## src/include/osf_map.svh

```systemverilog
// constants for the operation status and trigger sequencer block
// assumes one 20 MHz clock and a command front end that pulses strobes
// Contract
// [RULE1] condition bits follow live internal states exactly
// [RULE2] event bit sets on condition fall, bits 8 and 9 on rise
// [RULE3] event bits stay set until the register is read or cleared
// [RULE4] enabled event bits drive summary: operation bit 7, questionable bit 3
// [RULE5] condition bit 8 high while data buffer full; bits 9-15 and 3 zero
// [RULE6] bit 7 high during correction measurement; bit 4 while measuring
// [RULE7] bit 6 high in ARM detection; bit 5 high in TRIG detection
// [RULE8] bit 2 ranging, bit 1 settling, bit 0 calibrating
// [RULE9] questionable group always reads zero
// [RULE10] power-on idle; abort or reset forces idle; reset clears continuous
// [RULE11] idle until immediate initiate or continuous on, then initiate
// [RULE12] initiate passes down; upward goes to TRIG if continuous else idle
// [RULE13] non-immediate ARM source waits, then voltage-on and wait sub-states
// [RULE14] ARM and TRIG delays waited after event; reset zeroes both
// [RULE15] all ARM conditions met before any TRIG event is sensed
// [RULE16] TRIG source selects the input that releases TRIG detection
// [RULE17] trigger-immediate skips TRIG detection and delay for one pass
// [RULE18] trigger count sets downward exits before upward; reset sets 1
// [RULE19] sequence entry starts a measurement; exit waits for completion
// [RULE20] controller supplies events by bus trigger or external pulse
// [RULE21] bus trigger common command counts as ARM only when source is bus
// [RULE22] summary is OR of enabled event bits, same cycle
`ifndef OSF_MAP_SVH
`define OSF_MAP_SVH
`define OSF_BIT_CAL 0
`define OSF_BIT_SETTLE 1
`define OSF_BIT_RANGE 2
`define OSF_BIT_MEAS 4
`define OSF_BIT_WTRIG 5
`define OSF_BIT_WARM 6
`define OSF_BIT_CORR 7
`define OSF_BIT_BUFFULL 8
`define OSF_BIT_RISE9 9
`define OSF_SUM_OPER_BIT 7
`define OSF_SUM_QUES_BIT 3
`define OSF_COND_RESET 16'h0000
`define OSF_RISE_MASK 16'h0300
`define OSF_LIVE_MASK 16'h01F7
`define OSF_DELAY_RESET 24'h000000
`define OSF_COUNT_RESET 16'h0001
`define OSF_VON_CYCLES 4'h2
`define OSF_WAIT_CYCLES 4'h2
`endif

```

## src/include/osf_pkg.sv

```systemverilog
// types of the operation status and trigger sequencer block
// assumes osf_map.svh supplies the numbers
package osf_pkg;
  typedef enum logic [1:0] {
    OSF_SRC_BUS,
    OSF_SRC_EXT,
    OSF_SRC_MAN,
    OSF_SRC_IMM
  } osf_src_t;
  typedef enum logic [3:0] {
    OSF_IDLE,
    OSF_INIT,
    OSF_ARM_DET,
    OSF_ARM_DLY,
    OSF_VOLT_ON,
    OSF_ARM_WAIT,
    OSF_TRIG_DET,
    OSF_TRIG_DLY,
    OSF_SEQ_OP
  } osf_state_t;
  typedef struct packed {
    logic data_buffer_full;
    logic correcting;
    logic ranging;
    logic settling;
    logic calibrating;
  } osf_stat_t;
  typedef struct packed {
    osf_src_t arm_src;
    osf_src_t trig_src;
    logic [23:0] arm_delay;
    logic [23:0] trig_delay;
    logic [15:0] trig_count;
  } osf_cfg_t;
endpackage

```

## src/hw/osf_trigger_fsm.sv

```systemverilog
// trigger sequencer with operation and questionable status groups
// assumes command strobes are one-cycle pulses on clk_sys; pins are async
`timescale 1ns/1ps
`include "osf_map.svh"
module osf_trigger_fsm (
  input wire logic clk_sys,
  input wire logic reset,
  input wire logic cmd_abort,
  input wire logic cmd_rst,
  input wire logic cmd_init_imm,
  input wire logic cmd_cont_on,
  input wire logic cmd_cont_off,
  input wire logic cmd_bus_trg,
  input wire logic cmd_trig_imm,
  input wire logic cmd_cfg_wr,
  input wire osf_pkg::osf_cfg_t cfg_in,
  input wire logic ext_trig_pin,
  input wire logic man_trig_pin,
  input wire osf_pkg::osf_stat_t stat_pin,
  input wire logic meas_done,
  input wire logic [15:0] oper_enable,
  input wire logic [15:0] ques_enable,
  input wire logic oper_event_read,
  input wire logic oper_event_clear,
  input wire logic ques_event_read,
  input wire logic ques_event_clear,
  output logic meas_start,
  output logic volt_on,
  output logic [15:0] operation_condition,
  output logic [15:0] operation_event,
  output logic [15:0] ques_condition,
  output logic [15:0] ques_event,
  output logic [7:0] stb_summary
);
  osf_pkg::osf_state_t state_r;
  osf_pkg::osf_state_t state_nxt;
  osf_pkg::osf_cfg_t cfg_r;
  logic cont_r;
  logic trig_imm_r;
  logic [23:0] dly_r;
  logic [15:0] cnt_r;
  logic [3:0] sub_r;
  logic measuring_r;
  logic [2:0] ext_sync_r;
  logic [2:0] man_sync_r;
  osf_pkg::osf_stat_t stat_s1_r;
  osf_pkg::osf_stat_t stat_s2_r;
  logic ext_edge;
  logic man_edge;
  logic arm_ev;
  logic trig_ev;
  logic [15:0] oper_cond;
  logic oper_sum;
  logic ques_sum;
  logic go_idle;

  function automatic logic src_event(input osf_pkg::osf_src_t src, input logic bus, input logic ext,
                                     input logic man);
    case (src)
      osf_pkg::OSF_SRC_BUS: src_event = bus;
      osf_pkg::OSF_SRC_EXT: src_event = ext;
      osf_pkg::OSF_SRC_MAN: src_event = man;
      default: src_event = 1'b1;
    endcase
  endfunction

  // ----------------------------------------
  // pin synchronisers
  // ----------------------------------------
  always_ff @(posedge clk_sys or posedge reset) begin
    if (reset) begin
      ext_sync_r <= 3'h0;
      man_sync_r <= 3'h0;
      stat_s1_r <= '0;
      stat_s2_r <= '0;
    end else begin
      ext_sync_r <= {ext_sync_r[1:0], ext_trig_pin}; // RULE20
      man_sync_r <= {man_sync_r[1:0], man_trig_pin};
      stat_s1_r <= stat_pin;
      stat_s2_r <= stat_s1_r;
    end
  end
  assign ext_edge = ext_sync_r[1] & ~ext_sync_r[2];
  assign man_edge = man_sync_r[1] & ~man_sync_r[2];
  assign arm_ev = src_event(cfg_r.arm_src, cmd_bus_trg, ext_edge, man_edge); // RULE13 RULE21
  assign trig_ev = src_event(cfg_r.trig_src, cmd_bus_trg, ext_edge, man_edge); // RULE16
  assign go_idle = cmd_abort | cmd_rst; // RULE10

  // ----------------------------------------
  // configuration
  // ----------------------------------------
  always_ff @(posedge clk_sys or posedge reset) begin
    if (reset) begin
      cfg_r <= '{osf_pkg::OSF_SRC_IMM, osf_pkg::OSF_SRC_IMM, `OSF_DELAY_RESET, `OSF_DELAY_RESET, `OSF_COUNT_RESET};
      cont_r <= 1'b0;
    end else if (cmd_rst) begin
      cfg_r <= '{osf_pkg::OSF_SRC_IMM, osf_pkg::OSF_SRC_IMM, `OSF_DELAY_RESET, `OSF_DELAY_RESET, `OSF_COUNT_RESET}; // RULE14 RULE18
      cont_r <= 1'b0; // RULE10
    end else begin
      if (cmd_cfg_wr) begin
        cfg_r <= cfg_in;
      end
      if (cmd_cont_on) begin
        cont_r <= 1'b1;
      end else if (cmd_cont_off) begin
        cont_r <= 1'b0;
      end
    end
  end

  always_ff @(posedge clk_sys or posedge reset) begin
    if (reset) begin
      trig_imm_r <= 1'b0;
    end else if (go_idle) begin
      trig_imm_r <= 1'b0;
    end else if (cmd_trig_imm) begin
      trig_imm_r <= 1'b1; // RULE17
    end else if (state_r == osf_pkg::OSF_TRIG_DET) begin
      trig_imm_r <= 1'b0; // RULE17
    end
  end

  // ----------------------------------------
  // sequencer next state
  // ----------------------------------------
  always_comb begin
    state_nxt = state_r;
    case (state_r)
      osf_pkg::OSF_IDLE: begin
        if (cmd_init_imm || cont_r) begin
          state_nxt = osf_pkg::OSF_INIT; // RULE11
        end
      end
      osf_pkg::OSF_INIT: state_nxt = osf_pkg::OSF_ARM_DET; // RULE12
      osf_pkg::OSF_ARM_DET: begin
        if (cfg_r.arm_src == osf_pkg::OSF_SRC_IMM) begin
          state_nxt = osf_pkg::OSF_TRIG_DET; // RULE13
        end else if (arm_ev) begin
          state_nxt = osf_pkg::OSF_ARM_DLY;
        end
      end
      osf_pkg::OSF_ARM_DLY: begin
        if (dly_r == 24'h000000) begin
          state_nxt = osf_pkg::OSF_VOLT_ON; // RULE14
        end
      end
      osf_pkg::OSF_VOLT_ON: begin
        if (sub_r == 4'h0) begin
          state_nxt = osf_pkg::OSF_ARM_WAIT; // RULE13
        end
      end
      osf_pkg::OSF_ARM_WAIT: begin
        if (sub_r == 4'h0) begin
          state_nxt = osf_pkg::OSF_TRIG_DET; // RULE15
        end
      end
      osf_pkg::OSF_TRIG_DET: begin
        if (trig_imm_r) begin
          state_nxt = osf_pkg::OSF_SEQ_OP; // RULE17
        end else if (trig_ev) begin
          state_nxt = osf_pkg::OSF_TRIG_DLY; // RULE16
        end
      end
      osf_pkg::OSF_TRIG_DLY: begin
        if (dly_r == 24'h000000) begin
          state_nxt = osf_pkg::OSF_SEQ_OP; // RULE14
        end
      end
      osf_pkg::OSF_SEQ_OP: begin
        if (meas_done) begin
          if (cnt_r > 16'h0001) begin
            state_nxt = osf_pkg::OSF_TRIG_DET; // RULE18
          end else if (cont_r) begin
            state_nxt = osf_pkg::OSF_TRIG_DET; // RULE12
          end else begin
            state_nxt = osf_pkg::OSF_IDLE; // RULE12
          end
        end
      end
      default: state_nxt = osf_pkg::OSF_IDLE;
    endcase
    if (go_idle) begin
      state_nxt = osf_pkg::OSF_IDLE; // RULE10
    end
  end

  always_ff @(posedge clk_sys or posedge reset) begin
    if (reset) begin
      state_r <= osf_pkg::OSF_IDLE; // RULE10
    end else begin
      state_r <= state_nxt;
    end
  end

  // ----------------------------------------
  // delay, sub-state and count timers
  // ----------------------------------------
  always_ff @(posedge clk_sys or posedge reset) begin
    if (reset) begin
      dly_r <= `OSF_DELAY_RESET;
    end else if (state_nxt == osf_pkg::OSF_ARM_DLY && state_r != osf_pkg::OSF_ARM_DLY) begin
      dly_r <= cfg_r.arm_delay; // RULE14
    end else if (state_nxt == osf_pkg::OSF_TRIG_DLY && state_r != osf_pkg::OSF_TRIG_DLY) begin
      dly_r <= cfg_r.trig_delay; // RULE14
    end else if (dly_r != 24'h000000) begin
      dly_r <= dly_r - 24'h000001;
    end
  end

  always_ff @(posedge clk_sys or posedge reset) begin
    if (reset) begin
      sub_r <= 4'h0;
    end else if (state_nxt == osf_pkg::OSF_VOLT_ON && state_r != osf_pkg::OSF_VOLT_ON) begin
      sub_r <= `OSF_VON_CYCLES;
    end else if (state_nxt == osf_pkg::OSF_ARM_WAIT && state_r != osf_pkg::OSF_ARM_WAIT) begin
      sub_r <= `OSF_WAIT_CYCLES;
    end else if (sub_r != 4'h0) begin
      sub_r <= sub_r - 4'h1;
    end
  end

  always_ff @(posedge clk_sys or posedge reset) begin
    if (reset) begin
      cnt_r <= `OSF_COUNT_RESET;
    end else if (state_r == osf_pkg::OSF_INIT || state_nxt == osf_pkg::OSF_IDLE) begin
      cnt_r <= cfg_r.trig_count; // RULE18
    end else if (state_r == osf_pkg::OSF_SEQ_OP && meas_done) begin
      cnt_r <= (cnt_r > 16'h0001) ? cnt_r - 16'h0001 : cfg_r.trig_count; // RULE18
    end
  end

  // ----------------------------------------
  // measurement handshake
  // ----------------------------------------
  always_ff @(posedge clk_sys or posedge reset) begin
    if (reset) begin
      meas_start <= 1'b0;
      measuring_r <= 1'b0;
      volt_on <= 1'b0;
    end else begin
      meas_start <= state_nxt == osf_pkg::OSF_SEQ_OP && state_r != osf_pkg::OSF_SEQ_OP; // RULE19
      measuring_r <= state_nxt == osf_pkg::OSF_SEQ_OP; // RULE19
      volt_on <= (volt_on | (state_nxt == osf_pkg::OSF_VOLT_ON)) & (state_nxt != osf_pkg::OSF_IDLE);
    end
  end

  // ----------------------------------------
  // status groups
  // ----------------------------------------
  always_comb begin
    oper_cond = 16'h0000; // RULE5
    oper_cond[`OSF_BIT_BUFFULL] = stat_s2_r.data_buffer_full; // RULE5
    oper_cond[`OSF_BIT_CORR] = stat_s2_r.correcting; // RULE6
    oper_cond[`OSF_BIT_WARM] = state_r == osf_pkg::OSF_ARM_DET; // RULE7
    oper_cond[`OSF_BIT_WTRIG] = state_r == osf_pkg::OSF_TRIG_DET; // RULE7
    oper_cond[`OSF_BIT_MEAS] = measuring_r; // RULE6
    oper_cond[`OSF_BIT_RANGE] = stat_s2_r.ranging; // RULE8
    oper_cond[`OSF_BIT_SETTLE] = stat_s2_r.settling; // RULE8
    oper_cond[`OSF_BIT_CAL] = stat_s2_r.calibrating; // RULE8
  end

  osf_status_group u_oper (
    .clk_sys(clk_sys),
    .reset(reset),
    .cond_in(oper_cond & `OSF_LIVE_MASK),
    .enable_r(oper_enable),
    .event_read(oper_event_read),
    .event_clear(oper_event_clear),
    .cond_out(operation_condition),
    .event_out(operation_event),
    .summary(oper_sum)
  );

  osf_status_group u_ques (
    .clk_sys(clk_sys),
    .reset(reset),
    .cond_in(16'h0000), // RULE9
    .enable_r(ques_enable),
    .event_read(ques_event_read),
    .event_clear(ques_event_clear),
    .cond_out(ques_condition),
    .event_out(ques_event),
    .summary(ques_sum)
  );

  always_comb begin
    stb_summary = 8'h00;
    stb_summary[`OSF_SUM_OPER_BIT] = oper_sum; // RULE4
    stb_summary[`OSF_SUM_QUES_BIT] = ques_sum; // RULE4
  end
endmodule

```

## src/hw/osf_status_group.sv

```systemverilog
// one condition/event/enable status group with transition filter
// assumes condition input is already synchronous to clk_sys
`timescale 1ns/1ps
`include "osf_map.svh"
module osf_status_group (
  input wire logic clk_sys,
  input wire logic reset,
  input wire logic [15:0] cond_in,
  input wire logic [15:0] enable_r,
  input wire logic event_read,
  input wire logic event_clear,
  output logic [15:0] cond_out,
  output logic [15:0] event_out,
  output logic summary
);
  logic [15:0] cond_r;
  logic [15:0] event_r;
  logic [15:0] hit;
  // ----------------------------------------
  // transition filter
  // ----------------------------------------
  always_comb begin
    hit = (cond_r & ~cond_in & ~`OSF_RISE_MASK) | (~cond_r & cond_in & `OSF_RISE_MASK); // RULE2
  end
  always_ff @(posedge clk_sys or posedge reset) begin
    if (reset) begin
      cond_r <= `OSF_COND_RESET;
    end else begin
      cond_r <= cond_in; // RULE1
    end
  end
  always_ff @(posedge clk_sys or posedge reset) begin
    if (reset) begin
      event_r <= `OSF_COND_RESET;
    end else if (event_read || event_clear) begin
      event_r <= hit; // RULE3
    end else begin
      event_r <= event_r | hit; // RULE3
    end
  end
  assign cond_out = cond_r;
  assign event_out = event_r;
  assign summary = |(event_r & enable_r); // RULE22
endmodule

```

## config.mk

```make
export PLATFORM = sky130hd
export DESIGN_NAME = osf_trigger_fsm
export DESIGN_NICKNAME = d
export VERILOG_FILES = /design/src/include/osf_pkg.sv /design/src/hw/osf_trigger_fsm.sv /design/src/hw/osf_status_group.sv
export VERILOG_INCLUDE_DIRS = /design/src /design/src/include
export SDC_FILE = /design/constraint.sdc
export NUM_CORES = 1
export LEC_CHECK = 0
export BUFFER_PORTS_ARGS = -buffer_cell sky130_fd_sc_hd__buf_2
export CAP_MARGIN = 10
export CORE_MARGIN = 2
export CORE_UTILIZATION = 25
export CTS_CLUSTER_SIZE = 25
export DETAILED_ROUTE_END_ITERATION = 7
export PLACE_DENSITY = 0.45
export SLEW_MARGIN = 25
export SYNTH_ARGS = -nofsm -noshare
export SYNTH_HDL_FRONTEND = slang
export SYNTH_SLANG_ARGS = --single-unit
```

## constraint.sdc

```tcl
create_clock -name clk_sys -period 7 [get_ports clk_sys]
set_input_delay 0.7 -clock clk_sys [delete_from_list [all_inputs] [get_ports clk_sys]]
set_output_delay 0.7 -clock clk_sys [all_outputs]
set_load 0.02 [all_outputs]
```

# [Word-level counts from Yosys, hierarchy flattened]
# Index checks and enable logic that the tools add are counted.
[op_classes] bitwise=15 muxes=35 magnitude_cmp=1 n_addsub=3 n_eq_ne=23 reduce_logical=27
[ops] op="two-way mux 68 bit" count=2
[ops] op="two-way mux 16 bit" count=5
[ops] op="two-way mux 24 bit" count=3
[ops] op="two-way mux 4 bit" count=14
[ops] op="one-hot mux 4 bit (9 select lines)" count=1
[ops] op="bitwise AND 16 bit" count=2
[ops] op="OR reduction 16 bit" count=2
[ops] op="== test 4 x 3 -> 1 bit, second input constant" count=7
[ops] op="zero test 24 bit" count=1
[ops] op="nonzero test 24 bit" count=1
[ops] op="subtractor 24 x 1 -> 24 bit, second input constant" count=1
[ops] op="bitwise AND 9 x 16 -> 16 bit" count=1
[ops] op="> comparator 16 x 1 -> 1 bit, second input constant" count=1
[ops] op="inverter 9 -> 16 bit" count=1
[ops] op="OR 16 x 10 -> 16 bit" count=1
[ops] op="OR 16 bit" count=1
[ops] op="subtractor 16 x 1 -> 16 bit, second input constant" count=1
[ops] op="== test 4 x 2 -> 1 bit, second input constant" count=3
[ops] op="zero test 4 bit" count=3
[ops] op="inequality test 4 x 3 -> 1 bit, second input constant" count=3
[ops] op="nonzero test 3 bit" count=4
[ops] op="bitwise AND 10 x 9 -> 10 bit" count=1
[ops] op="inverter 9 -> 10 bit" count=1
[ops] op="== test 4 bit, second input constant" count=2
[ops] op="17 further kinds" count=42
[totals] word_cells=133 inputBits=122 out_inout_bits=74 ff_bits=177

# [Depth between registers and ports, before layout]
# Gate-level depths: netlist of the first run.
[logic_depth] depth_word=11 ltp_mapped=12 ltp_nobuf=10

# [Modules after synthesis]
# A second synthesis of the first run with hierarchy kept.
[unflattened] hier_cells=842 hier_area_um2=8998.6
[by_module_without_submodules] module="osf_trigger_fsm" instances=1 cells_each=658 area_per_inst_um2=6741.5 seq_area_each_um2=3435.8
[by_module_without_submodules] module="osf_status_group" instances=2 cells_each=92 area_per_inst_um2=1128.6 seq_area_each_um2=800.8

# [Least setup slack after synthesis of the first run]
# No wires, ideal clock.
[synth_path] kind="register -> register" startpoint="register sub_r[0]" endpoint="register dly_r[18]" stages_incl_launch_ff=11 n_path_buf=1 arrival_time_ns=2.352 required_ns=6.880 setup_ns=0.120 period_less_slack_ns=2.472 slack_ns=4.528 path_cell_list="dfrtp_1 -> inv_1 -> ha_1 -> nor3b_4 -> xnor2_1 -> a2111oi_4 -> nor3_2 -> a22o_1 -> buf_2 -> o21ai_1 -> a31o_1"
[synth_via] elab_chain_cells=8 elab_cells_between_ends=12 classes_between="eq/ne: 2; mux: 6; reduce/logical: 4"
[synth_lines] element="start: declaration" line="osf_trigger_fsm.sv:42" rtl="logic [3:0] sub_r;"
[synth_lines] element="start signal: assignment" line="osf_trigger_fsm.sv:214" rtl="sub_r <= `OSF_VON_CYCLES;"
[synth_lines] element="start signal: assignment" line="osf_trigger_fsm.sv:216" rtl="sub_r <= `OSF_WAIT_CYCLES;"
[synth_lines] element="start signal: assignment" line="osf_trigger_fsm.sv:218" rtl="sub_r <= sub_r - 4'h1;"
[synth_lines] element="zero test 4 bit (*)" line="osf_trigger_fsm.sv:148, osf_trigger_fsm.sv:153"
[synth_lines] element="two-way mux 4 bit, on equally long branches" line="osf_trigger_fsm.sv:153, osf_trigger_fsm.sv:148"
[synth_lines] element="one-hot mux 4 bit (9 select lines) (*)" line="osf_trigger_fsm.sv:128" rtl="case (state_r)"
[synth_lines] element="two-way mux 4 bit (*)" line="osf_trigger_fsm.sv:182" rtl="if (go_idle) begin"
[synth_lines] element="== test 4 x 3 -> 1 bit" line="osf_trigger_fsm.sv:203" rtl="end else if (state_nxt == osf_pkg::OSF_TRIG_DLY && state_r != osf_pkg::OSF_TRIG_DLY) begin"
[synth_lines] element="logical AND 1 bit" line="osf_trigger_fsm.sv:203"
[synth_lines] element="two-way mux 24 bit" line="osf_trigger_fsm.sv:203"
[synth_lines] element="two-way mux 24 bit" line="osf_trigger_fsm.sv:201" rtl="end else if (state_nxt == osf_pkg::OSF_ARM_DLY && state_r != osf_pkg::OSF_ARM_DLY) begin"
[synth_lines] element="end signal: assignment" line="osf_trigger_fsm.sv:200" rtl="dly_r <= `OSF_DELAY_RESET;"
[synth_lines] element="end signal: assignment" line="osf_trigger_fsm.sv:202" rtl="dly_r <= cfg_r.arm_delay;"
[synth_lines] element="end signal: assignment" line="osf_trigger_fsm.sv:204" rtl="dly_r <= cfg_r.trig_delay;"
[synth_lines] element="end: declaration" line="osf_trigger_fsm.sv:40" rtl="logic [23:0] dly_r;"
# Mark *: on every way between the ends. The rest lies on a longest branch, timed or not.
# A chain may end at the register's enable or synchronous reset.

# [Final worst setup path of the first run]
[layout_path] startpoint="register state_r[2]" endpoint="register dly_r[23]"
[layout_via] elab_chain_cells=8 elab_cells_between_ends=30 classes_between="eq/ne: 12; mux: 14; reduce/logical: 4"
[layout_lines] element="start: declaration" line="osf_trigger_fsm.sv:35" rtl="osf_pkg::osf_state_t state_r;"
[layout_lines] element="start signal: assignment" line="osf_trigger_fsm.sv:189" rtl="state_r <= osf_pkg::OSF_IDLE;"
[layout_lines] element="start signal: assignment" line="osf_trigger_fsm.sv:191" rtl="state_r <= state_nxt;"
[layout_lines] element="two-way mux 4 bit, on equally long branches" line="osf_trigger_fsm.sv:160, osf_trigger_fsm.sv:138"
[layout_lines] element="two-way mux 4 bit, on equally long branches" line="osf_trigger_fsm.sv:158, osf_trigger_fsm.sv:136"
[layout_lines] element="one-hot mux 4 bit (9 select lines)" line="osf_trigger_fsm.sv:128"
[layout_lines] element="two-way mux 4 bit" line="osf_trigger_fsm.sv:182"
[layout_lines] element="== test 4 x 3 -> 1 bit" line="osf_trigger_fsm.sv:203"
[layout_lines] element="logical AND 1 bit" line="osf_trigger_fsm.sv:203"
[layout_lines] element="two-way mux 24 bit" line="osf_trigger_fsm.sv:203"
[layout_lines] element="two-way mux 24 bit" line="osf_trigger_fsm.sv:201"
# Several ways; a longest one is shown, not always the timed one.

==> results of run 1 <==
==> worst max-delay path, stage by stage (launching register included) <==
cell	delay [ns]
dfrtp_1	0.58
nor4b_2	0.42
and2_1	0.59
o31a_1	0.31
o21ba_2	0.59
o21ai_2	0.46
a2111oi_0	0.59
o31ai_1	0.14
==> synthesized netlist by cell type (9+ instances only) <==
library cell	count	area [um2]
nand2_1	25	93.8
mux2i_1	66	661
nor4_1	24	150
nor2_1	111	417
xnor2_1	10	87.6
buf_4	62	465
dfrtp_1	147	3680
o21ai_0	19	95.1
clkbuf_1	17	63.8
o21ai_1	21	105
xor2_1	9	78.8
a21oi_1	23	115
buf_2	14	70.1
nor2b_1	9	56.3
inv_1	20	75.1
nor3_1	22	110
nand4_1	22	138
a31oi_1	23	144
==> layout make-up <==
cell class / count / area, um2 / share of cell area [%]
Clock buffer: 20 / 467 / 4.89
Clock inverter: 12 / 210 / 2.20
Inverter: 21 / 83.8 / 0.878
Multi-Input combinational cell: 583 / 3800 / 39.8
Sequential cell: 153 / 3840 / 40.2
Tap cell: 442 / 553 / 5.79
Timing Repair Buffer: 117 / 599 / 6.28
==> logic make-up after synthesis <==
group | count (synthesis) | share of synthesized area [%]
and+or+nand+nor | 274 | 18.5
AOI/OAI and AO/OA | 163 | 14.3
DFF | 153 | 46.8
buffers and inverters | 127 | 9.34
muxes | 68 | 8.34
xor gates and xnor gates | 19 | 2.03
adders and majority gates | 4 | 0.611
other | 1 | 0.0458
==> sequential cells by signal (all words and copies together), names as in the netlist <==
name / cells
volt_on: 1
sub_r: 4
cont_r: 1
measuring_r: 1
cnt_r: 16
u_oper.cond_out: 8
stat_s1_r: 5
trig_imm_r: 1
oper_cond: 5
meas_start: 1
cfg_r: 68
state_r: 4
dly_r: 24
u_oper.event_out: 8
man_sync_r: 3
ext_sync_r: 3
==> placed cells by master, fill, tap and decap left out, types with 7 or more instances in the layout <==
cell type  Yosys  layout
a21oi_1       23      23
dfrtp_1      147     147
nand3_1        8       8
clkbuf_16      0      17
nand2_1       25      25
nand4_1       22      22
nor3_1        22      22
xnor2_1       10      10
inv_1         20      19
nor4_1        24      24
xor2_1         9       9
nor2_1       111     110
o21ai_0       19      19
o31ai_1        8       8
nor2b_1        9       9
o21ai_1       21      21
a211o_1        7       7
mux2i_1       66      66
conb_1         1      55
o2bb2ai_1      8       8
a22oi_1        7       7
a31oi_1       23      23
buf_2         14     113
==> path summary, 6_finish.rpt <==
kind	endpoint	cells after the start	slack [ns]	startpoint
min reg2reg	oper_cond[0]$_DFF_PP0_	0	0.35	stat_s1_r[0]$_DFF_PP0_
min in group asynchronous	stat_s1_r[1]$_DFF_PP0_	2	0.39	reset
min	oper_cond[0]$_DFF_PP0_	0	0.35	stat_s1_r[0]$_DFF_PP0_
max in group asynchronous	cfg_r[10]$_DFFE_PP0P_	3	5.41	reset
max reg2reg	dly_r[23]$_DFFE_PP0P_	7	3.18	state_r[2]$_DFF_PP0_
max	dly_r[23]$_DFFE_PP0P_	7	3.18	state_r[2]$_DFF_PP0_
==> power by group <==
part | internal, W | total, W | switching, W
sequential | 0.00100 | 0.00114 | 0.000140
clock | 0.000668 | 0.00106 | 0.000396
combinational | 0.000229 | 0.000501 | 0.000272
==> per-stage QoR <==
step | utilization (%) | total power [W] | hold WS (ns) | worst slack [ns] | instances
finish | 29.5 | 0.00271 | 0.348 | 3.18 | 1348
global route | 29.5 | 0.00287 | 0.348 | 2.82 | 1348
CTS | 29.5 | 0.00275 | 0.339 | 3.00 | 1348
detailed placement | 27.4 | 0.00166 | 0.335 | 3.02 | 1316
global placement | 27.4 | 0.00165 | 0.332 | 2.79 | 1316
floorplan | - | 0.00155 | 0.331 | 2.19 | 863
==> metal layers <==
metal  up-vias  wire length [um]  track usage (%)  part of all wire (%)
met5         -                 0                0                     0
met4         0               230             4.06                   1.1
met3        15              1010             2.63                   4.7
met2       161              9880             20.4                    46
met1      2988             10600             18.4                    49
li1       2992                 -                -                     -
==> results by group, run 1 <==
Status
  – Status: finished, final reports clean

Power and ir drop
  – Pleak: roughly 4.2 nW
  – PwrDens: roughly 280 nW/um2
  – Worst VDD drop: roughly 0.17 mV

Clocking
  – TritonCTS Sinks: between 150 and 200
  – Depth of the CTS H-tree: 4
  – Clk_lat worst skew: between 0.4 and 0.5 ns
  – TritonCTS Buffers: 17
  – Clock tree buffer depth: 2
  – Post-CTS setup buffers: 0
  – Root Buffer: clkbuf_16
  – Post-CTS Resized: 0
  – CTS Hold Buffers Added: 0
  – CTS tree: built
  – Clk pin slew, worst setup/hold paths: about 0.07 ns

Timing
  – Worst-margin pin slew: 1.01 ns
  – Achievable clock frequency: around 260 MHz
  – Final period util: roughly 55%
  – # setup viols final: 0
  – Fin. Hold Viols: 0
  – Fin Setup TNS: 0 ns
  – Slew headroom: around 33%
  – Final Skew: approximately 0.015 ns
  – Final Max Slew Viols: 0
  – RSZ-0062 raised after global routing: no
  – Min Clock Period, post-route: approximately 3.8 ns

Routing
  – Routed len/inst: roughly 16 um
  – Via/cell ratio: 4.57
  – Vias: about 6200
  – Remaining DRCs: 0
  – Wirelength, routed: approximately 22000 um
  – Pre-antenna DRT Iters: 4
  – Post-DRT Antenna Nets: 0
  – Starting DRT DRC Count: between 200 and 300

Synthesis
  – Prevailing post-synth register cell: dfrtp_1
  – Post-synth EDFFs: 0
  – Mean Syn Cell Area: 10.1 um2
  – Register bit total from synthesis: around 150
  – Post-Syn Area: just over 8000 um2
  – Syn. warnings: 0
  – FFs w/ async S/R, synth: 100%
  – Synth cell types: 83
  – Register area share after synthesis: 46.8%
  – Cells after Synth: slightly above 800

Final layout
  – Final instance area: 9550 um2
  – Area Overhead vs Synth: 16.6%
  – N_diodes: 0
  – # fillers: around 3500
  – Layout cells sized above 1: around a fifth
  – Final #Nets: 1019

Placement
  – Post-DP Area: approximately 8900 um2
  – IO buf count: roughly 110
  – Dpl hpwl: approximately 15000 um
  – Final RePlAce weighted congestion: roughly 0.78

Worst setup path
  – CP Class: flip-flop to flip-flop
  – Req. time, crit path: about 7.3 ns
  – Worst EP arrival: between 4 and 5 ns
  – CP Launch Type: flip-flop
  – CP max FO: 27
  – Critical Path End Type: flip-flop

Global routing
  – Global-route wire length before repair: 34600 um
  – Largest net degree at the start of global routing: between 70 and 80
  – Initial antenna violation count: 0
  – Total Routing Usage GR: 13.2%
  – Vias in the first global route: around 6100
  – Grt total ovfl: 0

Die
  – Die Y: ~180 um
  – I/O pin count: 196
  – Core area: about 32000 um2
  – # rows: between 60 and 70
  – Full die area: approximately 34000 um2
  – Die X: 185 um
  – Starting Density: about 25%

Worst hold path
  – HP Class: flip-flop to flip-flop

Run
  – Max Cap Viol: 0
Power figures use the tool's default switching activity.
==> run 2, diff against run 1 <==
Settings changed: ABC_AREA set to 1, PLACE_DENSITY 0.45 to 0.46.
Clock period 7 ns to 4 ns, I/O delays scaled along.
==> run 2 against run 1 <==
Compared with the run above:
- sequential share of layout area is 0.99 points higher
- utilization is 0.19 points higher
- cell area is 2.4% lower
- critical path depth is 8 higher
- fmax is 33% higher
- via count is 1.6% higher
- worst hold slack worse by 0.27 ns
- largest power group unchanged
==> results by group, run 2 <==
Status
  – Status: finished, final reports clean

Worst setup path
  – CP max FO: 18
  – CP Launch Point: dly_r[0]$_DFFE_PP0P_
  – Reg2reg path depth: 15
  – CP most frequent cell: nand2_1
  – Crit Reg-Reg Startpoint: dly_r[0]$_DFFE_PP0P_
  – Cell chain of the critical path: inv_1 > ha_1 > nand2_1 > nor2_4 > nand3_2 > inv_2 > nand2_1 > a31oi_4 > nor2_8 > nand2_8 > nand2_8 > nor2_8 > inv_4 > nand2_1 > nand2_1
  – Crit path max-delay cell type: dfrtp_1
  – CP Class: flip-flop to flip-flop
  – Req. time, crit path: 4.30 ns
  – Worst EP arrival: 3.18 ns
  – Critical Path End Type: flip-flop
  – CP Launch Type: flip-flop
  – CP max stage delay: 0.39 ns

Die
  – Core area: between 30000 and 40000 um2
  – I/O pin count: around 200
  – Die X: between 150 and 200 um
  – Starting Density: around a quarter
  – # rows: 65
  – Full die area: approximately 33000 um2
  – Die Y: 182 um

Synthesis
  – Most frequent cell after synthesis: nand2_1
  – FFs w/ async S/R, synth: 100%
  – Dominant cell type by area after synthesis: dfrtp_1
  – Largest cells by area after synthesis: dfrtp_1 (46%), nand2_1 (11%), buf_4 (5.7%), o21ai_0 (5.0%), nor2_1 (4.7%)
  – Top cell type's share of synthesized area: 46.3%
  – Post-synth top cells: nand2_1 (243), dfrtp_1 (147), nor2_1 (99)
  – Synth cell types: 42
  – Mean Syn Cell Area: slightly above 8 um2
  – Cells after Synth: 958
  – Syn. warnings: 0
  – Post-synth EDFFs: 0
  – Register area share after synthesis: 48.3%
  – Register bit total from synthesis: 153
  – Post-Syn Area: between 7000 and 8000 um2
  – Prevailing post-synth register cell: dfrtp_1

Placement
  – Placed insts: approximately 1500
  – Final RePlAce weighted congestion: 0.743
  – Dpl hpwl: 14100 um
  – IO buf count: 114

Clocking
  – TritonCTS Sinks: around 150
  – Post-CTS Resized: 0
  – Post-CTS setup buffers: 0
  – Clk pin slew, worst setup/hold paths: 0.07 ns
  – TritonCTS Buffers: 17
  – Clk_lat worst skew: about 0.42 ns
  – CTS tree: built
  – Root Buffer: clkbuf_16
  – Depth of the CTS H-tree: 4
  – Clock tree buffer depth: 2

Power and ir drop
  – Internal power: about 0.0031 W
  – PwrDens: about 500 nW/um2
  – Clock network fraction of total power: 33.0%
  – Sw frac: a little over a third
  – Pleak: roughly 4.8 nW
  – Worst VDD drop: between 0.2 and 0.3 mV
  – Reg power frac: a little over two fifths
  – Switch Pwr: ~0.0017 W
  – Gate power share: between 20% and 30%

Routing
  – Routed len/inst: between 10 and 15 um
  – Pre-antenna DRT Iters: 5
  – Post-DRT Antenna Nets: 0
  – Wirelength, routed: 20100 um
  – Remaining DRCs: 0
  – Via/cell ratio: between 4 and 5
  – Starting DRT DRC Count: about 280
  – Vias: roughly 6300

Worst hold path
  – Hold Path Cell Cnt: 1
  – Worst Hold Launch: man_trig_pin
  – HP Class: input pin to flip-flop

Timing
  – Slew headroom: roughly 36%
  – Final Max Slew Viols: 0
  – Achievable clock frequency: roughly 350 MHz
  – Worst-margin pin slew: between 0.9 and 1 ns
  – Fin Setup TNS: 0 ns
  – Min Clock Period, post-route: about 2.9 ns
  – # setup viols final: 0
  – Fin. Hold Viols: 0
  – Final Skew: between 0.01 and 0.015 ns
  – Final period util: between 70% and 80%
  – RSZ-0062 raised after global routing: no

Final layout
  – Max FFs per register: between 60 and 70
  – Largest Register: cfg_r
  – Most common cell after layout, fill and taps aside: nand2_1
  – Finished Layout Cells: between 1000 and 1500
  – # fillers: around 3400
  – N_diodes: 0
  – Area Overhead vs Synth: 17.3%
  – Regs by FF count: cfg_r x68, dly_r x24, cnt_r x16
  – Layout cells sized above 1: between 10% and 20%
  – Most frequent cells in the layout: nand2_1 (243), dfrtp_1 (147), buf_2 (114)
  – Final #Nets: roughly 1200

Global routing
  – Grt total ovfl: 0
  – Global-route wire length before repair: 32500 um
  – Initial antenna violation count: 0
  – Largest net degree at the start of global routing: slightly below 100
  – Total Routing Usage GR: 12.4%
  – Vias in the first global route: between 6000 and 7000

Run
  – Max Cap Viol: 0
-- run 2: cell count changes in the layout (fill, tap and decap cells not counted), moves of 27 or more --
cell / before / now
nand3_1: 8 / 35
mux2i_1: 66 / 0
inv_1: 19 / 87
o21ai_0: 19 / 79
a22o_1: 3 / 32
nand2_1: 25 / 243
-- run 2: per-layer routing --
metal | vias up | track usage [%] | wire (um) | share of wire, %
met1 | 2910 | 16.7 | 9900 | 49
met5 | - | 0 | 0 | 0
met2 | 138 | 20.2 | 9240 | 46
met4 | 0 | 4.13 | 309 | 1.5
li1 | 3191 | - | - | -
met3 | 15 | 2.14 | 605 | 3.0
-- run 2: layout make-up --
class / instances / area (um2) / area share [%]
clock buffers: 18 / 429 / 4.61
clock inverters: 14 / 141 / 1.52
inverters: 98 / 374 / 4.02
multi-input cells: 674 / 3370 / 36.2
flip-flops and latches: 153 / 3840 / 41.2
well taps: 402 / 503 / 5.40
repair buffers: 124 / 661 / 7.09
-- run 2: final timing paths --
kind | to | slack, ns
setup reg to reg | cnt_r[7]$_DFFE_PP0P_ | 1.12
setup / recovery | cnt_r[7]$_DFFE_PP0P_ | 1.12
hold / removal | man_sync_r[0]$_DFF_PP0_ | 0.08
max in group asynchronous | cfg_r[12]$_DFFE_PP0P_ | 2.71
hold reg to reg | oper_cond[2]$_DFF_PP0_ | 0.35
min in group asynchronous | cfg_r[30]$_DFFE_PP0P_ | 0.41
-- run 2: worst max-delay path, delay by kind of cell (launching register included) --
family                   cells  cell delay (ns)
AO/OA/AOI/OAI                1             0.26
flip-flops                   1             0.39
AND/OR/NAND/NOR             10             1.55
buffers and inverters        3             0.35
adder cells (fa/ha/maj)      1             0.19
-- run 2: repair_timing --
action	in CTS	in global routing
hold buffers	1	0
hold endpoints to repair	3	0
setup endpoints to repair	0	0
-- run 2: stage by stage --
step / util [%] / area, um2 / power [W] / hold WS [ns] / setup slack [ns]
after global routing: 29.7 / 9320 / 0.00516 / 0.0581 / 0.832
after floorplan: - / 8150 / 0.00299 / 0.331 / 1.67
after CTS: 29.7 / 9320 / 0.00487 / 0.0595 / 1.07
after detailed placement: 27.8 / 8740 / 0.00325 / 0.305 / 1.08
after global placement: 27.8 / 8740 / 0.00324 / 0.305 / 1.09
final: 29.7 / 9320 / 0.00480 / 0.0824 / 1.12
-- run 2: cell families (layout without fill, tap and decap cells) --
family,after synthesis,after routing,synth area share [%]
xor+xnor,31,31,3.42
fa+ha+maj,4,4,0.630
flops,153,153,48.3
other cells,1,55,0.0472
compound gates,152,152,11.7
simple gates,432,432,24.1
buf+inv,185,254,11.8
-- run 2: power groups by stage --
stage                     Combinational [W]  Clock, W  Sequential [W]
after floorplan                     0.00101         0         0.00198
after global placement              0.00122         0         0.00202
after detailed placement            0.00123         0         0.00202
after CTS                           0.00124   0.00164         0.00200
after global routing                0.00142   0.00170         0.00203
final                               0.00122   0.00158         0.00200
==> run 3, diff against run 2 <==
Settings changed: ABC_AREA 1 to 0, PLACE_DENSITY 0.46 to 0.47.
Clock period 4 ns to 2.4 ns, I/O delays scaled along.
==> run 3 against run 2 <==
Compared with the run above:
- non-clock buffer count rose by 155
- register-to-register slack got worse by 1.3 ns
- combinational power rose by 100%
- global-route usage rose by 1.6 points
- via count rose by 8.4%
- cell count rose by 1.8%
- the run now ends with setup timing left
- clock power rose by 75%
- utilization rose by 5.5 points
- wire length rose by 17%
- cell area rose by 22%
- die area rose by 3.0%
==> results by group, run 3 (synthesis results as in run 1) <==
Placement
  – IO buf count: ~110
  – Final RePlAce weighted congestion: slightly above 0.8
  – Placed insts: about 1500
  – Dpl hpwl: between 15000 and 20000 um

Worst setup path
  – Worst EP arrival: 2.94 ns
  – CP Class: flip-flop to flip-flop
  – Req. time, crit path: 2.75 ns
  – CP max FO: 18
  – Critical Path End Type: flip-flop
  – CP Launch Type: flip-flop

Global routing
  – Initial antenna violation count: 0
  – Total Routing Usage GR: 14.0%
  – Grt total ovfl: 0
  – Vias in the first global route: ~6600
  – Largest net degree at the start of global routing: ~70
  – Global-route wire length before repair: 36600 um

Timing
  – # setup viols final: 41
  – Final Max Slew Viols: 0
  – Min Clock Period, post-route: roughly 2.6 ns
  – Fin Setup TNS: -5.79 ns
  – Slew headroom: around 46%
  – Final hold slack: approximately 0.028 ns
  – Fin. Hold Viols: 0
  – Achievable clock frequency: just under 400 MHz
  – RSZ-0062 raised after global routing: yes
  – Final period util: 108%
  – Worst-margin pin slew: 0.803 ns
  – Final Skew: roughly 0.0076 ns
  – Final worst slack: -0.186 ns

Die
  – Die Y: between 150 and 200 um
  – Full die area: 34200 um2
  – Core area: about 32000 um2
  – I/O pin count: 196
  – Starting Density: between 20% and 30%
  – Die X: 185 um
  – # rows: 66

Final layout
  – Largest Register: cfg_r
  – Max FFs per register: a little under 70
  – Core Util, Final: 35.2%
  – Most common cell after layout, fill and taps aside: dfrtp_1
  – Finished Layout Cells: 1510
  – Area Overhead vs Synth: 39.0%
  – Most frequent cells in the layout: dfrtp_1 (145), buf_4 (121), buf_2 (113)
  – N_diodes: 0
  – Final #Nets: ~1200
  – # fillers: about 3300
  – Regs by FF count: cfg_r x68, dly_r x24, cnt_r x16
  – Layout cells sized above 1: 36.8%

Clocking
  – TritonCTS Sinks: roughly 150
  – Depth of the CTS H-tree: 4
  – Root Buffer: clkbuf_16
  – CTS tree: built
  – Clk pin slew, worst setup/hold paths: ~0.07 ns
  – TritonCTS Buffers: 17
  – Clock tree buffer depth: 2
  – Clk_lat worst skew: 0.44 ns

Power and ir drop
  – Worst VDD drop: between 0.4 and 0.5 mV
  – Pleak: about 5.2 nW
  – Final Total Pwr: 0.00839 W
  – PwrDens: between 700 and 800 nW/um2

Routing
  – Wirelength, routed: roughly 23000 um
  – Vias: about 6800
  – Remaining DRCs: 0
  – Starting DRT DRC Count: approximately 340
  – Post-DRT Antenna Nets: 0
  – Routed len/inst: between 15 and 20 um
  – Via/cell ratio: roughly 4.5
  – Pre-antenna DRT Iters: 4

Status
  – Status: finished, violations left
  – Violated checks: setup timing

Run
  – Max Cap Viol: 0

Worst hold path
  – HP Class: input pin to flip-flop
-- run 3: changes by cell type in the layout (fill, tap and decap cells not counted), moves of 12 or more --
cell and change:
a22o_1 -29, a31oi_1 +20, buf_12 +15, buf_4 +113
buf_6 +16, inv_1 -72, mux2i_1 +66, nand2_1 -219
nand3_1 -27, nor2_1 +12, nor4_1 +16, o21ai_0 -63
-- run 3: worst paths after layout --
| kind | startpoint | to | slack, ns | cells after the start |
|---|---|---|---|---|
| worst max-delay path | sub_r[1]$_DFFE_PP0P_ | dly_r[1]$_DFFE_PP0P_ | -0.19 | 11 |
| worst min-delay path | cfg_in[66] | cfg_r[66]$_DFFE_PP1P_ | 0.03 | 2 |
| worst max register to register | sub_r[1]$_DFFE_PP0P_ | dly_r[1]$_DFFE_PP0P_ | -0.19 | 11 |
| worst min register to register | stat_s1_r[2]$_DFF_PP0_ | oper_cond[2]$_DFF_PP0_ | 0.35 | 0 |
| max in group asynchronous | reset | cnt_r[0]$_DFFE_PP1P_ | 1.17 | 4 |
| min in group asynchronous | reset | volt_on$_DFF_PP0_ | 0.48 | 3 |
-- run 3: where the power goes --
group / internal, W / total, W / switching, W
combinational: 0.00127 / 0.00244 / 0.00118
sequential: 0.00292 / 0.00320 / 0.000271
clock: 0.00158 / 0.00276 / 0.00117
total: 0.00577 / 0.00839 / 0.00262
-- run 3: cell type report --
type / count / area, um2 / share of cell area, %
multi-input combinational: 583 / 4180 / 36.7
clock buffer: 18 / 439 / 3.86
timing repair buffer: 279 / 2130 / 18.7
clock inverter: 14 / 163 / 1.43
sequential: 153 / 3840 / 33.7
tap: 442 / 553 / 4.86
inverter: 21 / 85.1 / 0.747
-- run 3: per-stage QoR --
| step | instance area [um2] | setup WS (ns) |
|---|---|---|
| after global placement | 10100 | -0.370 |
| final | 11400 | -0.186 |
| after global routing | 11400 | -0.284 |
| after floorplan | 8410 | -0.0613 |
| after CTS | 11100 | -0.223 |
| after detailed placement | 10100 | -0.451 |
-- run 3: per-layer routing --
metal	share of wire, %	global-route usage, %
met2	48	23.1
met4	0.87	3.68
met5	0	0
met1	47	18.7
met3	4.3	2.93
-- run 3: critical path, cell delays in order, from the launching register on --
cell and delay, ns:
dfrtp_1 0.39, inv_2 0.08, ha_4 0.14, or4b_4 0.47, a311oi_2 0.27, a211o_4 0.16, buf_6 0.09, o21ba_4 0.17
a21boi_4 0.26, nand3_4 0.13, buf_12 0.19, a31oi_1 0.14
-- run 3: timing repair --
action / 4_1_cts / 5_1_grt
hold endpoints to repair: 35 / 0
gates resized for setup: 42 / 57
hold buffers: 10 / 0
pin swaps: 19 / 22
buffers inserted: 9 / 8
cloned: 1 / 0
setup endpoints to repair: 45 / 46
